## config.mk

```make
export PLATFORM = sky130hd
export DESIGN_NAME = pin_mux_top
export DESIGN_NICKNAME = d
export VERILOG_FILES = /design/src/hw/pin_mux_pkg.sv /design/src/hw/pin_mux_if.sv /design/src/hw/pin_mux_top.sv /design/src/hw/pin_mux_select.sv /design/src/hw/pin_input_sense.sv
export VERILOG_INCLUDE_DIRS = /design/src /design/src/hw
export SDC_FILE = /design/constraint.sdc
export NUM_CORES = 1
export LEC_CHECK = 0
export BUFFER_PORTS_ARGS = -buffer_cell sky130_fd_sc_hd__buf_2
export CORE_ASPECT_RATIO = 1.2
export CORE_MARGIN = 1
export CORE_UTILIZATION = 25
export DETAILED_ROUTE_END_ITERATION = 16
export GPL_TIMING_DRIVEN = 0
export SLEW_MARGIN = 5
export SYNTH_ARGS = -nofsm -noshare
export SYNTH_HDL_FRONTEND = slang
export SYNTH_SLANG_ARGS = --single-unit
```

## constraint.sdc

```tcl
create_clock -name clock -period 1.8 [get_ports clock]
set_input_delay 0.18 -clock clock [delete_from_list [all_inputs] [get_ports clock]]
set_output_delay 0.18 -clock clock [all_outputs]
set_load 0.005 [all_outputs]
```

## src/hw/pin_mux_regs.svh

```systemverilog
// Register offsets, reset values and field positions of the multipurpose pin block.
// Assumes inclusion by bare name from hw/ files; definitions only.
`ifndef PIN_MUX_REGS_SVH
`define PIN_MUX_REGS_SVH

// ----------------------------------------------------------------
// Register offsets
// ----------------------------------------------------------------
`define ADDR_DIR_DATA 8'h19
`define ADDR_SEL_LOW 8'h1A
`define ADDR_SEL_HIGH 8'h1B
`define ADDR_ROUTE_CTRL 8'h1C

// ----------------------------------------------------------------
// Reset values and field positions
// ----------------------------------------------------------------
`define RST_DIR_DATA 8'h01
`define RST_SEL 8'h00
`define RST_ROUTE_CTRL 8'h00
`define DATA_LSB 4
`define HIGH_DETECT_ROUTE_ENABLE_BIT 6
`define SEL_WIDTH 4
`define READ_UNMAPPED 8'h00

`endif

```

## src/hw/pin_mux_pkg.sv

```systemverilog
// Types shared by the multipurpose pin block.
// Assumes the register header supplies offsets and reset values.
package pin_mux_pkg;

    // ----------------------------------------------------------------
    // Function select codes
    // ----------------------------------------------------------------
    typedef enum logic [3:0] {
        FN_SERIAL_OUT = 4'b0000,
        FN_FIFO_FULL = 4'b0001,
        FN_FIFO_READ_DONE = 4'b0010,
        FN_FILTER_READY_N = 4'b0011,
        FN_HIGH_DETECT = 4'b0100,
        FN_LOW_DETECT = 4'b0101,
        FN_ALERT_N = 4'b0110,
        FN_REG_DATA = 4'b0111,
        FN_FILTER_SYNC_IN = 4'b1000,
        FN_FIFO_TRIGGER_IN = 4'b1001,
        FN_FORBIDDEN = 4'b1010
    } pin_function_type;

endpackage

```

## src/hw/pin_mux_if.sv

```systemverilog
// Interface carrying per-pin configuration and sources between the pin modules.
// Assumes one clock domain and a pin count set by the parent.
`timescale 1ns/100ps
interface pin_mux_if #(
    parameter int PINS = 4
);
    logic [PINS-1:0] driveEnable;
    logic [PINS-1:0] dataValue;
    logic [PINS*4-1:0] functionSel;
    logic [7:0] sourceBits;
    logic [PINS-1:0] pinOut;
    logic [PINS-1:0] pinDrive;

    modport ctrl (output driveEnable, output dataValue, output functionSel, output sourceBits,
        input pinOut, input pinDrive);
    modport mux (input driveEnable, input dataValue, input functionSel, input sourceBits,
        output pinOut, output pinDrive);
endinterface

```

## src/hw/pin_mux_top.sv

```systemverilog
// Top of the multipurpose pin block: registers, selection and pin drivers.
// Assumes a plain register port and synchronous pin inputs on one 40 MHz clock.
`timescale 1ns/100ps
`include "pin_mux_regs.svh"

// Function
// - Pin 0 resets as an output.
// - Pins 1 to 3 reset as inputs; one means output.
// - Upper nibble holds pin data; reads give pin level, writes store drive value.
// - With register data function, written data bit drives the pin.
// - Four-bit select per pin across two select registers.
// - Code 0000 drives the serial port data output.
// - Codes 0001 and 0010 drive FIFO full and read done.
// - Code 0011 drives filter ready, active low.
// - Codes 0100 and 0101 drive high and low detect.
// - Code 0110 drives the status alert, active low.
// - Code 1000 makes an active-low filter sync input.
// - Code 1001 makes an external FIFO trigger input.
// - Both select registers reset to zero.
// - High detect passes onward only while its route enable is set.
module pin_mux_top #(
    parameter int PINS = 4
) (
    input wire logic clock,
    input wire logic rst,
    input wire logic [7:0] regAddr,
    input wire logic [7:0] regWriteData,
    input wire logic regWrite,
    input wire logic regRead,
    output logic [7:0] regReadData,
    input wire logic [PINS-1:0] pinIn,
    output logic [PINS-1:0] pinOut,
    output logic [PINS-1:0] pinOe_n,
    input wire logic serialDataOut,
    input wire logic fifoFull,
    input wire logic fifoReadDone,
    input wire logic filterReadyN,
    input wire logic highDetect,
    input wire logic lowDetect,
    input wire logic alertN,
    output logic highDetectRouted,
    output logic filterSyncN,
    output logic fifoTrigger
);
    if (PINS != 4) begin : g_bad_pins
        $error("pin_mux_top supports exactly four pins");
    end

    // ----------------------------------------------------------------
    // Registers
    // ----------------------------------------------------------------
    logic [7:0] dirData_reg;
    logic [7:0] selLow_reg;
    logic [7:0] selHigh_reg;
    logic [7:0] routeCtrl_reg;
    logic [7:0] readData_next;
    logic [PINS-1:0] pin0_drive_enable;
    logic high_detect_route_enable;

    assign pin0_drive_enable = dirData_reg[PINS-1:0];
    assign high_detect_route_enable = routeCtrl_reg[`HIGH_DETECT_ROUTE_ENABLE_BIT];

    always_ff @(posedge clock) begin
        if (rst) begin
            dirData_reg <= `RST_DIR_DATA;
        end else if (regWrite && regAddr == `ADDR_DIR_DATA) begin
            dirData_reg <= regWriteData;
        end
    end

    always_ff @(posedge clock) begin
        if (rst) begin
            selLow_reg <= `RST_SEL;
            selHigh_reg <= `RST_SEL;
        end else if (regWrite) begin
            if (regAddr == `ADDR_SEL_LOW) begin
                selLow_reg <= regWriteData;
            end
            if (regAddr == `ADDR_SEL_HIGH) begin
                selHigh_reg <= regWriteData;
            end
        end
    end

    always_ff @(posedge clock) begin
        if (rst) begin
            routeCtrl_reg <= `RST_ROUTE_CTRL;
        end else if (regWrite && regAddr == `ADDR_ROUTE_CTRL) begin
            routeCtrl_reg <= regWriteData;
        end
    end

    // ----------------------------------------------------------------
    // Read port
    // ----------------------------------------------------------------
    always_comb begin
        case (regAddr)
            `ADDR_DIR_DATA: readData_next = {pinIn, dirData_reg[PINS-1:0]};
            `ADDR_SEL_LOW: readData_next = selLow_reg;
            `ADDR_SEL_HIGH: readData_next = selHigh_reg;
            `ADDR_ROUTE_CTRL: readData_next = routeCtrl_reg;
            default: readData_next = `READ_UNMAPPED;
        endcase
    end

    always_ff @(posedge clock) begin
        if (rst) begin
            regReadData <= `READ_UNMAPPED;
        end else if (regRead) begin
            regReadData <= readData_next;
        end else begin
            regReadData <= `READ_UNMAPPED;
        end
    end

    // ----------------------------------------------------------------
    // Source routing and selection
    // ----------------------------------------------------------------
    // Masking here keeps the routed high detect output and the pin selection in step with one gate.
    logic highMasked;
    assign highMasked = highDetect & high_detect_route_enable;

    pin_mux_if #(.PINS(PINS)) muxBus ();
    assign muxBus.driveEnable = pin0_drive_enable;
    assign muxBus.dataValue = dirData_reg[`DATA_LSB +: PINS];
    assign muxBus.functionSel = {selHigh_reg, selLow_reg};
    assign muxBus.sourceBits = {1'b0, alertN, lowDetect, highMasked, filterReadyN,
        fifoReadDone, fifoFull, serialDataOut};

    pin_mux_select #(.PINS(PINS)) selectUnit (
        .bus(muxBus.mux)
    );

    pin_input_sense #(.PINS(PINS)) senseUnit (
        .clock(clock),
        .rst(rst),
        .functionSel({selHigh_reg, selLow_reg}),
        .driveEnable(pin0_drive_enable),
        .pinLevel(pinIn),
        .filterSyncN(filterSyncN),
        .fifoTrigger(fifoTrigger)
    );

    // ----------------------------------------------------------------
    // Pin drivers
    // ----------------------------------------------------------------
    // One cycle of latency on every pin keeps outputs glitch free.
    always_ff @(posedge clock) begin
        if (rst) begin
            pinOut <= '0;
            pinOe_n <= {{(PINS-1){1'b1}}, 1'b0};
            highDetectRouted <= 1'b0;
        end else begin
            pinOut <= muxBus.pinOut;
            pinOe_n <= ~muxBus.pinDrive;
            highDetectRouted <= highMasked;
        end
    end

    // ----------------------------------------------------------------
    // Checks
    // ----------------------------------------------------------------
    AST_RESET_DIR: assert property (@(posedge clock)
        $past(rst) && !rst |-> dirData_reg == `RST_DIR_DATA && pinOe_n[0] == 1'b0)
        else $error("pin 0 not output after reset");
    AST_RESET_IN: assert property (@(posedge clock)
        $past(rst) && !rst |-> pinOe_n[3:1] == 3'h7)
        else $error("pins 1 to 3 not inputs after reset");
    AST_SEL_RESET: assert property (@(posedge clock)
        $past(rst) && !rst |-> selLow_reg == `RST_SEL && selHigh_reg == `RST_SEL)
        else $error("select registers not cleared");
    AST_READBACK: assert property (@(posedge clock) disable iff (rst)
        regRead && regAddr == `ADDR_DIR_DATA |=> regReadData[7:4] == $past(pinIn))
        else $error("data readback not pin level");
    AST_DATA_DRIVE: assert property (@(posedge clock) disable iff (rst)
        selLow_reg[3:0] == 4'h7 && dirData_reg[0] |=> pinOut[0] == $past(dirData_reg[4]))
        else $error("pin 0 data not driven");
    AST_SERIAL: assert property (@(posedge clock) disable iff (rst)
        selHigh_reg[7:4] == 4'h0 |=> pinOut[3] == $past(serialDataOut))
        else $error("pin 3 serial output wrong");
    AST_ALERT: assert property (@(posedge clock) disable iff (rst)
        selLow_reg[7:4] == 4'h6 |=> pinOut[1] == $past(alertN))
        else $error("pin 1 alert wrong");
    AST_INPUT_NODRIVE: assert property (@(posedge clock) disable iff (rst)
        selHigh_reg[3:0] == 4'h8 |=> pinOe_n[2])
        else $error("sync input pin driven");
    AST_HIGH_MASK: assert property (@(posedge clock) disable iff (rst)
        !high_detect_route_enable |=> !highDetectRouted)
        else $error("high detect leaked while masked");
    AST_TRIGGER: assert property (@(posedge clock) disable iff (rst)
        selLow_reg[3:0] == 4'h9 && !dirData_reg[0] && pinIn[0] |=> fifoTrigger)
        else $error("trigger input missed");

    // ----------------------------------------------------------------
    // Further checks per pin and per source
    // ----------------------------------------------------------------
    // full flag on pin 0
    AST_FULL_P0: assert property (@(posedge clock) disable iff (rst)
        selLow_reg[3:0] == pin_mux_pkg::FN_FIFO_FULL |=> pinOut[0] == $past(fifoFull))
        else $error("pin 0 full flag wrong");
    AST_DONE_P2: assert property (@(posedge clock) disable iff (rst)
        selHigh_reg[3:0] == pin_mux_pkg::FN_FIFO_READ_DONE |=> pinOut[2] == $past(fifoReadDone))
        else $error("pin 2 read done wrong");
    AST_READY_P1: assert property (@(posedge clock) disable iff (rst)
        selLow_reg[7:4] == pin_mux_pkg::FN_FILTER_READY_N |=> pinOut[1] == $past(filterReadyN))
        else $error("pin 1 filter ready wrong");
    AST_HIGH_P3: assert property (@(posedge clock) disable iff (rst)
        selHigh_reg[7:4] == pin_mux_pkg::FN_HIGH_DETECT |=> pinOut[3] == $past(highMasked))
        else $error("pin 3 high detect wrong");
    AST_LOW_P0: assert property (@(posedge clock) disable iff (rst)
        selLow_reg[3:0] == pin_mux_pkg::FN_LOW_DETECT |=> pinOut[0] == $past(lowDetect))
        else $error("pin 0 low detect wrong");
    AST_DATA_P1: assert property (@(posedge clock) disable iff (rst)
        selLow_reg[7:4] == pin_mux_pkg::FN_REG_DATA |=> pinOut[1] == $past(dirData_reg[5]))
        else $error("pin 1 data wrong");
    AST_DATA_P2: assert property (@(posedge clock) disable iff (rst)
        selHigh_reg[3:0] == pin_mux_pkg::FN_REG_DATA |=> pinOut[2] == $past(dirData_reg[6]))
        else $error("pin 2 data wrong");
    AST_DATA_P3: assert property (@(posedge clock) disable iff (rst)
        selHigh_reg[7:4] == pin_mux_pkg::FN_REG_DATA |=> pinOut[3] == $past(dirData_reg[7]))
        else $error("pin 3 data wrong");
    AST_DIR_P3: assert property (@(posedge clock) disable iff (rst)
        selHigh_reg[7:4] == pin_mux_pkg::FN_REG_DATA |=> pinOe_n[3] == !$past(dirData_reg[3]))
        else $error("pin 3 direction wrong");
    AST_TRIG_NODRIVE: assert property (@(posedge clock) disable iff (rst)
        selLow_reg[3:0] == pin_mux_pkg::FN_FIFO_TRIGGER_IN |=> pinOe_n[0])
        else $error("trigger input pin driven");
    AST_TRIG_IDLE: assert property (@(posedge clock) disable iff (rst)
        selLow_reg[3:0] != pin_mux_pkg::FN_FIFO_TRIGGER_IN &&
        selLow_reg[7:4] != pin_mux_pkg::FN_FIFO_TRIGGER_IN &&
        selHigh_reg[3:0] != pin_mux_pkg::FN_FIFO_TRIGGER_IN &&
        selHigh_reg[7:4] != pin_mux_pkg::FN_FIFO_TRIGGER_IN |=> !fifoTrigger)
        else $error("trigger without trigger input");
    AST_SYNC_LOW: assert property (@(posedge clock) disable iff (rst)
        selLow_reg[7:4] == pin_mux_pkg::FN_FILTER_SYNC_IN && !dirData_reg[1] && !pinIn[1]
        |=> !filterSyncN)
        else $error("sync input missed");
    AST_HIGH_PASS: assert property (@(posedge clock) disable iff (rst)
        high_detect_route_enable |=> highDetectRouted == $past(highDetect))
        else $error("high detect not routed");
    AST_READ_IDLE: assert property (@(posedge clock) disable iff (rst)
        !regRead |=> regReadData == `READ_UNMAPPED)
        else $error("read data outside read cycle");
    AST_READ_SEL: assert property (@(posedge clock) disable iff (rst)
        regRead && regAddr == `ADDR_SEL_LOW |=> regReadData == $past(selLow_reg))
        else $error("select readback wrong");
    AST_WRITE_DATA: assert property (@(posedge clock) disable iff (rst)
        regWrite && regAddr == `ADDR_DIR_DATA |=> dirData_reg == $past(regWriteData))
        else $error("pin data write lost");
    AST_WRITE_SEL: assert property (@(posedge clock) disable iff (rst)
        regWrite && regAddr == `ADDR_SEL_HIGH |=> selHigh_reg == $past(regWriteData))
        else $error("select write lost");
endmodule

```

## src/hw/pin_mux_select.sv

```systemverilog
// Combinational per-pin function selection.
// Assumes configuration arrives registered from the parent; source signals pass through unregistered.
`timescale 1ns/100ps
module pin_mux_select #(
    parameter int PINS = 4
) (
    pin_mux_if.mux bus
);
    // Source bit order: 0 serial, 1 full, 2 read done, 3 ready_n, 4 high, 5 low, 6 alert_n.
    for (genvar p = 0; p < PINS; p++) begin : g_pin
        pin_mux_pkg::pin_function_type fn;
        assign fn = pin_mux_pkg::pin_function_type'(bus.functionSel[p*4 +: 4]);
        always_comb begin
            bus.pinOut[p] = 1'b0;
            bus.pinDrive[p] = bus.driveEnable[p];
            case (fn)
                pin_mux_pkg::FN_SERIAL_OUT: bus.pinOut[p] = bus.sourceBits[0];
                pin_mux_pkg::FN_FIFO_FULL: bus.pinOut[p] = bus.sourceBits[1];
                pin_mux_pkg::FN_FIFO_READ_DONE: bus.pinOut[p] = bus.sourceBits[2];
                pin_mux_pkg::FN_FILTER_READY_N: bus.pinOut[p] = bus.sourceBits[3];
                pin_mux_pkg::FN_HIGH_DETECT: bus.pinOut[p] = bus.sourceBits[4];
                pin_mux_pkg::FN_LOW_DETECT: bus.pinOut[p] = bus.sourceBits[5];
                pin_mux_pkg::FN_ALERT_N: bus.pinOut[p] = bus.sourceBits[6];
                pin_mux_pkg::FN_REG_DATA: bus.pinOut[p] = bus.dataValue[p];
                // input functions never drive, guarding against a stale enable.
                pin_mux_pkg::FN_FILTER_SYNC_IN,
                pin_mux_pkg::FN_FIFO_TRIGGER_IN: bus.pinDrive[p] = 1'b0;
                default: bus.pinDrive[p] = 1'b0;
            endcase
        end
    end
endmodule

```

## src/hw/pin_input_sense.sv

```systemverilog
// Turns sampled pin levels into the filter sync and FIFO trigger requests.
// Assumes pin inputs synchronous to clock.
`timescale 1ns/100ps
module pin_input_sense #(
    parameter int PINS = 4
) (
    input wire logic clock,
    input wire logic rst,
    input wire logic [PINS*4-1:0] functionSel,
    input wire logic [PINS-1:0] driveEnable,
    input wire logic [PINS-1:0] pinLevel,
    output logic filterSyncN,
    output logic fifoTrigger
);
    logic syncAny;
    logic trigAny;

    always_comb begin
        syncAny = 1'b0;
        trigAny = 1'b0;
        for (int p = 0; p < PINS; p++) begin
            if (functionSel[p*4 +: 4] == pin_mux_pkg::FN_FILTER_SYNC_IN && !driveEnable[p]) begin
                syncAny = syncAny | ~pinLevel[p];
            end
            if (functionSel[p*4 +: 4] == pin_mux_pkg::FN_FIFO_TRIGGER_IN && !driveEnable[p]) begin
                trigAny = trigAny | pinLevel[p];
            end
        end
    end

    always_ff @(posedge clock) begin
        if (rst) begin
            filterSyncN <= 1'b1;
            fifoTrigger <= 1'b0;
        end else begin
            filterSyncN <= ~syncAny;
            fifoTrigger <= trigAny;
        end
    end
endmodule

```

After elaboration in Yosys (flattened, before gate mapping)
Index checks and enable logic that the tools add are counted.
Word-level totals
  bits in registers: 51
  input port bits: 31
  output and inout bits: 19
Operators by class
  equal/unequal tests: 40
  mux-type cells: 17
  bitwise operators: 14
  reductions and logical operators: 25
Operator list (count)
  $eq 4x3->1 const B: 16
  $eq 4x2->1 const B: 8
  $eq 4x4->1 const B: 8
  $eq 8x5->1 const B: 4
  $pmux 1 s8: 4
  $pmux 8 s4: 1
  $reduce_or 8->1: 4
  $eq 4x1->1 const B: 4
  $logic_not 4->1: 4
  $mux 1: 12
  $logic_and 1x1->1: 10
  $not 1->1: 6
  $or 1x1->1: 6
  $logic_not 1->1: 4
  $not 4->4: 1
  $reduce_and 2->1: 2
  $reduce_or 2->1: 1
  $and 1x1->1: 1

Logic depth before layout (Yosys ltp)
Gate-level depths: netlist of the first run.
  word-level depth: 10
  gate-level depth with buffers: 7
  depth with buffers taken out: 4

Hierarchy
Synthesis of the first run repeated with hierarchy kept, for this count alone.
Unflattened totals
  cells, all modules: 248
  area total of the unflattened synthesis: 2457.4 um^2
By module, submodules not included
  pin_mux_top: times used 1, cells an instance 194, area each 1949.4 um^2, sequential area each 980.9 um^2
  pin_mux_select: times used 1, cells an instance 36, area each 320.3 um^2, sequential area each 0.0 um^2
  pin_input_sense: times used 1, cells an instance 18, area each 187.7 um^2, sequential area each 40.0 um^2

Least setup slack after synthesis of the first run
OpenSTA, ideal clock, no wires.
  path type: input to register
  start: input regAddr[1]
  end: register regReadData[4]
  library setup time: 143 ps
  arrival: 1192 ps
  required time: 1657 ps
  setup slack: 465 ps
  stages on the path: 5
  buffers on the path: 2
  path through: clkbuf_1 buf_2 mux2_2 a22oi_1 a21oi_1
On the way
  cells in the longest elaborated chain, start to end: 2
RTL lines
  start, declared: RTL line pin_mux_top.sv:26  | input wire logic [7:0] regAddr,
  $eq 8x5->1: RTL line pin_mux_top.sv:97  | case (regAddr)
  $pmux 8 s4 *: RTL line pin_mux_top.sv:97
  end signal, assigned: RTL line pin_mux_top.sv:108  | regReadData <= `READ_UNMAPPED;
  end signal, assigned: RTL line pin_mux_top.sv:110  | regReadData <= readData_next;
  end signal, assigned: RTL line pin_mux_top.sv:112  | regReadData <= `READ_UNMAPPED;
  end, declared: RTL line pin_mux_top.sv:30  | output logic [7:0] regReadData,
Mark *: on every way between the ends. The rest lies on a longest branch, timed or not.
A chain may end at the register's enable or synchronous reset.

Final worst setup path of the first run
  start: register selLow_reg[3]
  end: register senseUnit.fifoTrigger
On the way
  cells in the longest elaborated chain, start to end: 9
RTL lines
  start, declared: RTL line pin_mux_top.sv:53  | logic [7:0] selLow_reg;
  start signal, assigned: RTL line pin_mux_top.sv:73  | selLow_reg <= `RST_SEL;
  start signal, assigned: RTL line pin_mux_top.sv:77  | selLow_reg <= regWriteData;
  $eq 4x4->1 *: RTL line pin_input_sense.sv:25  | if (functionSel[p*4 +: 4] == pin_mux_pkg::FN_FIFO_TRIGGER_IN && !driveEnable[p]) begin
  $logic_and 1x1->1 *: RTL line pin_input_sense.sv:25
  $mux 1 *: RTL line pin_input_sense.sv:25
  $or 1x1->1: RTL line pin_input_sense.sv:26  | trigAny = trigAny | pinLevel[p];
  $mux 1 *: RTL line pin_input_sense.sv:25
  $or 1x1->1: RTL line pin_input_sense.sv:26
  $mux 1 *: RTL line pin_input_sense.sv:25
  $or 1x1->1: RTL line pin_input_sense.sv:26
  $mux 1 *: RTL line pin_input_sense.sv:25
  end signal, assigned: RTL line pin_input_sense.sv:37  | fifoTrigger <= trigAny;
  end, declared: RTL line pin_input_sense.sv:13  | output logic fifoTrigger
Marks and branches as above.

==> key figures, run 1 <==
Outcome
  • Status: completed

CTS
  • Post-CTS Resized: 0
  • Total clock buffers created by CTS: 5
  • CTS tree: built
  • Clock sink count: between 50 and 60
  • Clock latency on the worst-skew pair: roughly 300 ps
  • # Post-CTS Setup Buffers: 0
  • Root buf cell: clkbuf_8
  • CTS max path bufs: 2
  • H-tree depth: 2
  • Clock Pin Slew Worst Setup and Hold Paths: approximately 100 ps
  • Hold_buf cts: 0

Place
  • Detailed Place HPWL: roughly 4800 um
  • Final GP Congestion: approximately 0.85
  • Placed cell area: approximately 2700 um2
  • I/O Buffers: 46
  • Placed cell count: 396
  • Place WS: about 58 ps

Global route
  • Top Usage Layer GRT: met2
  • GR Layer Usage met3: 0.02925
  • Vias in the first global route: about 1900
  • M1 GR Usage: 0.1687
  • Initial antenna violation count: 0
  • First-pass GRT wire length: around 9900 um
  • Met2 usage: 0.2305
  • Total GRT Usage: 0.1382
  • Largest net degree at the start of global routing: 16
  • Global route overflow: 0

Route
  • Pre-Repair DR Iteration Count: 4
  • Wirelength, routed: 6295 um
  • First DRT Iteration DRCs: 100
  • Post-route DRC violation count: 0
  • Via count: 1885
  • DRT antenna net count: 0
  • Vias/cell: roughly 4.7
  • Routed length per instance: between 15 and 20 um

Critical path
  • CP required: approximately 2000 ps
  • Worst reg2reg endpoint: senseUnit.fifoTrigger
  • Maximum fanout along the worst path: 4
  • Worst EP arrival: roughly 1700 ps
  • Setup crit end kind: flip-flop
  • R2R Path Start: selLow_reg[3]
  • Setup slack, reg-to-reg: 340 ps
  • Worst R2R Path Depth: 4
  • Crit path kind: reg2reg
  • Worst setup SP type: flip-flop

Pwr
  • Pwr dens: 694.1 nW/um2
  • Pleak: ~1.2 nW
  • Max IR drop VDD: between 200 and 300 uV

Synthesis
  • Asr flop ratio synth: 0
  • Seq/Total Area, Yosys: 0.4428
  • Syn Std Cell Area: ~2300 um2
  • Yosys reg bits: 51
  • Synth area leaders: dfxtp_1 (44%), mux2i_1 (12%), mux4_2 (7.8%)
  • Dominant cell type by area after synthesis: dfxtp_1
  • Most frequent cell after synthesis: dfxtp_1
  • Mean post-synth cell area: 10.03 um2
  • Yosys cell types: 33
  • Synth cell count leaders: dfxtp_1 (51), nor2_1 (34), mux2i_1 (28)
  • Top-area cell type share of the netlist area: 0.4428
  • Top_reg_cell synth: dfxtp_1
  • Post-synth EDFFs: 0
  • Post-Syn Nets: roughly 260
  • Mapped Cells: 230
  • Syn. warnings: 0

Hold path
  • Sink of the worst hold path: selLow_reg[3]
  • HP Start: regWriteData[3]
  • Hold path depth: 3
  • Worst Hold Class: in2reg

STA
  • Final Slew Violations: 0
  • RSZ-0062 raised after global routing: no
  • Final Worst Setup Slack: approximately 340 ps
  • Slew HR: 0.4552
  • Setup TNS: 0 ps
  • Final hold vios: 0
  • Fin crit share: 0.8101
  • # setup viols final: 0
  • Fmax: around 700 MHz
  • Slew @ Worst Pin: 816.4 ps
  • Clock skew: 10.66 ps
  • Clock period minus worst slack: 1458 ps

Floorplanning
  • Initial Util: 0.2566
  • Io pins: 50
  • Core area: roughly 9000 um2
  • Rows: 38
  • Vert. Die Dim: about 110 um
  • Die width: between 80 and 90 um
  • Die Area: between 9000 and 10000 um2

Run
  • Maximum capacitance violations: 0

Layout
  • Reg area: between 1000 and 1500 um2
  • Final core utilization: 0.3084
  • Fillers: a little over 900
  • N_diodes: 0
  • Area taken by multi-input logic gates: between 1000 and 1500 um2
  • Non-filler instance count after layout: about 400
  • Fin area: 2771 um2
  • Share of cells above drive strength 1: 0.2782
  • Layout Nets: 314
  • Area grow syn2layout: 20.18%
## how the worst max path moves through the flow
stage / cells past startpoint / slack [ps] / start / to
6_report: 4 / 340 / selLow_reg[3] / senseUnit.fifoTrigger
5_1_grt: 3 / 260 / selLow_reg[4] / pinOut[1]
4_1_cts: 4 / 320 / selLow_reg[3] / senseUnit.fifoTrigger
2_1_floorplan: 5 / 460 / regAddr[1] / regReadData[4]
3_5_place_dp: 5 / 60 / regAddr[5] / regReadData[3]
3_3_place_gp: 5 / 70 / regAddr[5] / regReadData[3]
## per-stage QoR
stage,hold WS [ps],total power [mW]
floorplan,304.3,1.226
global placement,438.9,1.299
detailed placement,443.6,1.302
CTS,147.7,1.942
global route,154.4,2.010
finish,163.5,1.924
## per-layer routing
layer | part of all wire | vias to the layer above
met5 | 0 | -
met4 | 0.020 | 0
met3 | 0.049 | 8
met2 | 0.50 | 50
met1 | 0.43 | 892
li1 | - | 935
## cell families after synthesis
logic type      synth area share
simple gates              0.2029
compound gates           0.08085
flops                     0.4428
buf+inv                  0.03961
mux                       0.2339
## area by class of cell
class | instances | share of cell area
Buffer | 14 | 0.03025
Timing Repair Buffer | 46 | 0.08307
Tap cell | 120 | 0.05418
Inverter | 2 | 0.002709
Sequential cell | 51 | 0.3684
Clock inverter | 2 | 0.004515
Multi-Input combinational cell | 163 | 0.4307
Clock buffer | 6 | 0.02619
## power by group
part	internal (mW)	leakage, nW	switching, mW
sequential	1.13	0.412	0.00185
combinational	0.0586	0.750	0.0821
clock	0.273	0.0412	0.376
## critical path, stage by stage, from the launching register on
cell	delay (ps)
dfxtp_1	410
inv_1	80
nor4_1	470
nand3_1	140
a41oi_1	260
## layout by cell type, fill, tap and decap left out, types with 2 or more instances in the layout
cell       n
nor4b_1    3
nand2_1   19
a21oi_1   17
nor2_1    34
nor3b_1    2
dfxtp_1   51
a22oi_1    9
mux4_2     8
clkbuf_1   7
buf_2     52
nand3_1   12
clkbuf_8   5
nand4_2    2
nand3b_1   2
mux2i_1   28
mux2_2     7
inv_1      2
nor3_1     4
and2_1     3
Power figures use the tool's default switching activity.
==> run 2: changes to the inputs <==
==> constraint.sdc (replaced) <==
create_clock -name clock -period 1.3 [get_ports clock]
set_input_delay 0.13 -clock clock [delete_from_list [all_inputs] [get_ports clock]]
set_output_delay 0.13 -clock clock [all_outputs]
set_load 0.005 [all_outputs]
==> key figures, run 2 (synthesis gave the netlist of run 1 again) <==
STA
  • # setup viols final: 1
  • RSZ-0062 raised after global routing: yes
  • Clock period minus worst slack: ~1300 ps
  • Final Slew Violations: 0
  • Fmax: 758.6 MHz
  • Final Worst Setup Slack: -18.25 ps
  • Slew HR: 0.5912
  • Slew @ Worst Pin: between 600 and 700 ps
  • Final hold vios: 0
  • Fin crit share: 1.014
  • Clock skew: approximately 11 ps

Pwr
  • Pwr dens: 925.4 nW/um2
  • Max IR drop VDD: between 300 and 400 uV
  • Pleak: around 1.2 nW
  • Power Total: ~2.7 mW

Place
  • Final GP Congestion: 0.8470
  • Detailed Place HPWL: approximately 4800 um
  • I/O Buffers: 46
  • Place WS: -392.5 ps
  • Placed cell area: ~2700 um2
  • Placed cell count: 396

Critical path
  • Crit path kind: reg2reg
  • Setup crit end kind: flip-flop
  • CP required: around 1500 ps
  • Setup slack, reg-to-reg: -20 ps
  • Worst setup SP type: flip-flop
  • Maximum fanout along the worst path: 5
  • Worst EP arrival: roughly 1500 ps

Floorplanning
  • Vert. Die Dim: around 110 um
  • Io pins: 50
  • Rows: 38
  • Die width: ~90 um
  • Initial Util: 0.2566
  • Core area: between 8000 and 9000 um2
  • Die Area: a little under 10000 um2

Layout
  • Non-filler instance count after layout: 408
  • Fin area: 2893 um2
  • Final core utilization: 0.3219
  • Layout Nets: roughly 320
  • Area grow syn2layout: 25.45%
  • N_diodes: 0
  • Leading cell type in the layout, fill and taps excluded: buf_2
  • Fillers: between 900 and 1000
  • Most frequent cells in the layout: buf_2 (51), dfxtp_1 (45), nor2_1 (34)
  • Share of cells above drive strength 1: 0.3438

Outcome
  • Failing checks: negative setup slack
  • Status: finished, violations left

Hold path
  • Worst Hold Class: in2reg

Global route
  • Total GRT Usage: 0.1403
  • Vias in the first global route: roughly 2000
  • First-pass GRT wire length: about 10000 um
  • Largest net degree at the start of global routing: 16
  • Initial antenna violation count: 0
  • Global route overflow: 0

CTS
  • H-tree depth: 2
  • Clock Pin Slew Worst Setup and Hold Paths: about 90 ps
  • Total clock buffers created by CTS: 5
  • CTS max path bufs: 2
  • Root buf cell: clkbuf_8
  • Clock sink count: around 50
  • Hold_buf cts: 0
  • CTS tree: built
  • Clock latency on the worst-skew pair: about 310 ps

Route
  • Post-route DRC violation count: 0
  • Wirelength, routed: ~6400 um
  • Vias/cell: ~4.7
  • Pre-Repair DR Iteration Count: 4
  • DRT antenna net count: 0
  • Routed length per instance: roughly 16 um
  • Via count: 1931
  • First DRT Iteration DRCs: slightly below 90

Run
  • Maximum capacitance violations: 0
[run 2: changes by cell type in the layout (fill, tap and decap cells not counted), moves of 2 or more]
cell	delta
dfxtp_1	-6
nand4_2	-2
nor4b_1	-2
nand4_4	+2
nor3b_2	+2
nor3b_1	-2
buf_4	+4
nor4b_2	+2
dfxtp_2	+3
dfxtp_4	+3
[run 2: per-stage QoR]
step	hold WS (ps)	setup TNS, ps
2_1_floorplan	254.3	0
3_3_place_gp	414.7	-10190
3_5_place_dp	424.0	-11090
4_1_cts	97.67	-90.15
5_1_grt	104.4	-152.8
6_report	109.4	-18.25
[run 2: final cells by class]
class,instances,area [um2],share of cell area
clock inverters,2,12.51,0.004325
plain buffers,14,87.58,0.03028
inverters,2,7.507,0.002595
well taps,120,150.1,0.05190
flip-flops and latches,51,1036,0.3581
multi-input cells,163,1266,0.4377
repair buffers,50,260.3,0.08997
clock buffers,6,72.57,0.02509
[run 2: layer usage]
layer / part of all wire / GRT usage
met5: 0 / 0
met2: 0.50 / 0.2365
met1: 0.42 / 0.1687
met4: 0.025 / 0.06009
met3: 0.051 / 0.03002
[run 2: worst paths after layout]
kind	startpoint	endpoint	cells after the start
worst max-delay path	routeCtrl_reg[6]	pinOut[1]	4
worst min-delay path	regWriteData[0]	dirData_reg[0]	3
worst max register to register	routeCtrl_reg[6]	pinOut[1]	4
worst min register to register	routeCtrl_reg[4]	routeCtrl_reg[4]	2
[run 2: power by group]
group          switching (mW)  leakage [nW]  internal (mW)
Sequential            0.00265         0.416           1.56
Combinational           0.122         0.768         0.0868
Clock                   0.526        0.0412          0.378
[run 2: timing repair]
| item | CTS | global route |
|---|---|---|
| setup buffers | 1 | 3 |
| setup endpoints to repair | 20 | 45 |
| pin swaps | 0 | 2 |
| gates resized for setup | 13 | 12 |
| hold endpoints to repair | 0 | 0 |
[run 2: critical path, stage by stage, from the launching register on]
cell and delay [ps]:
dfxtp_2 330, and2_4 150, mux4_2 460, mux2i_2 190
nor3_2 60
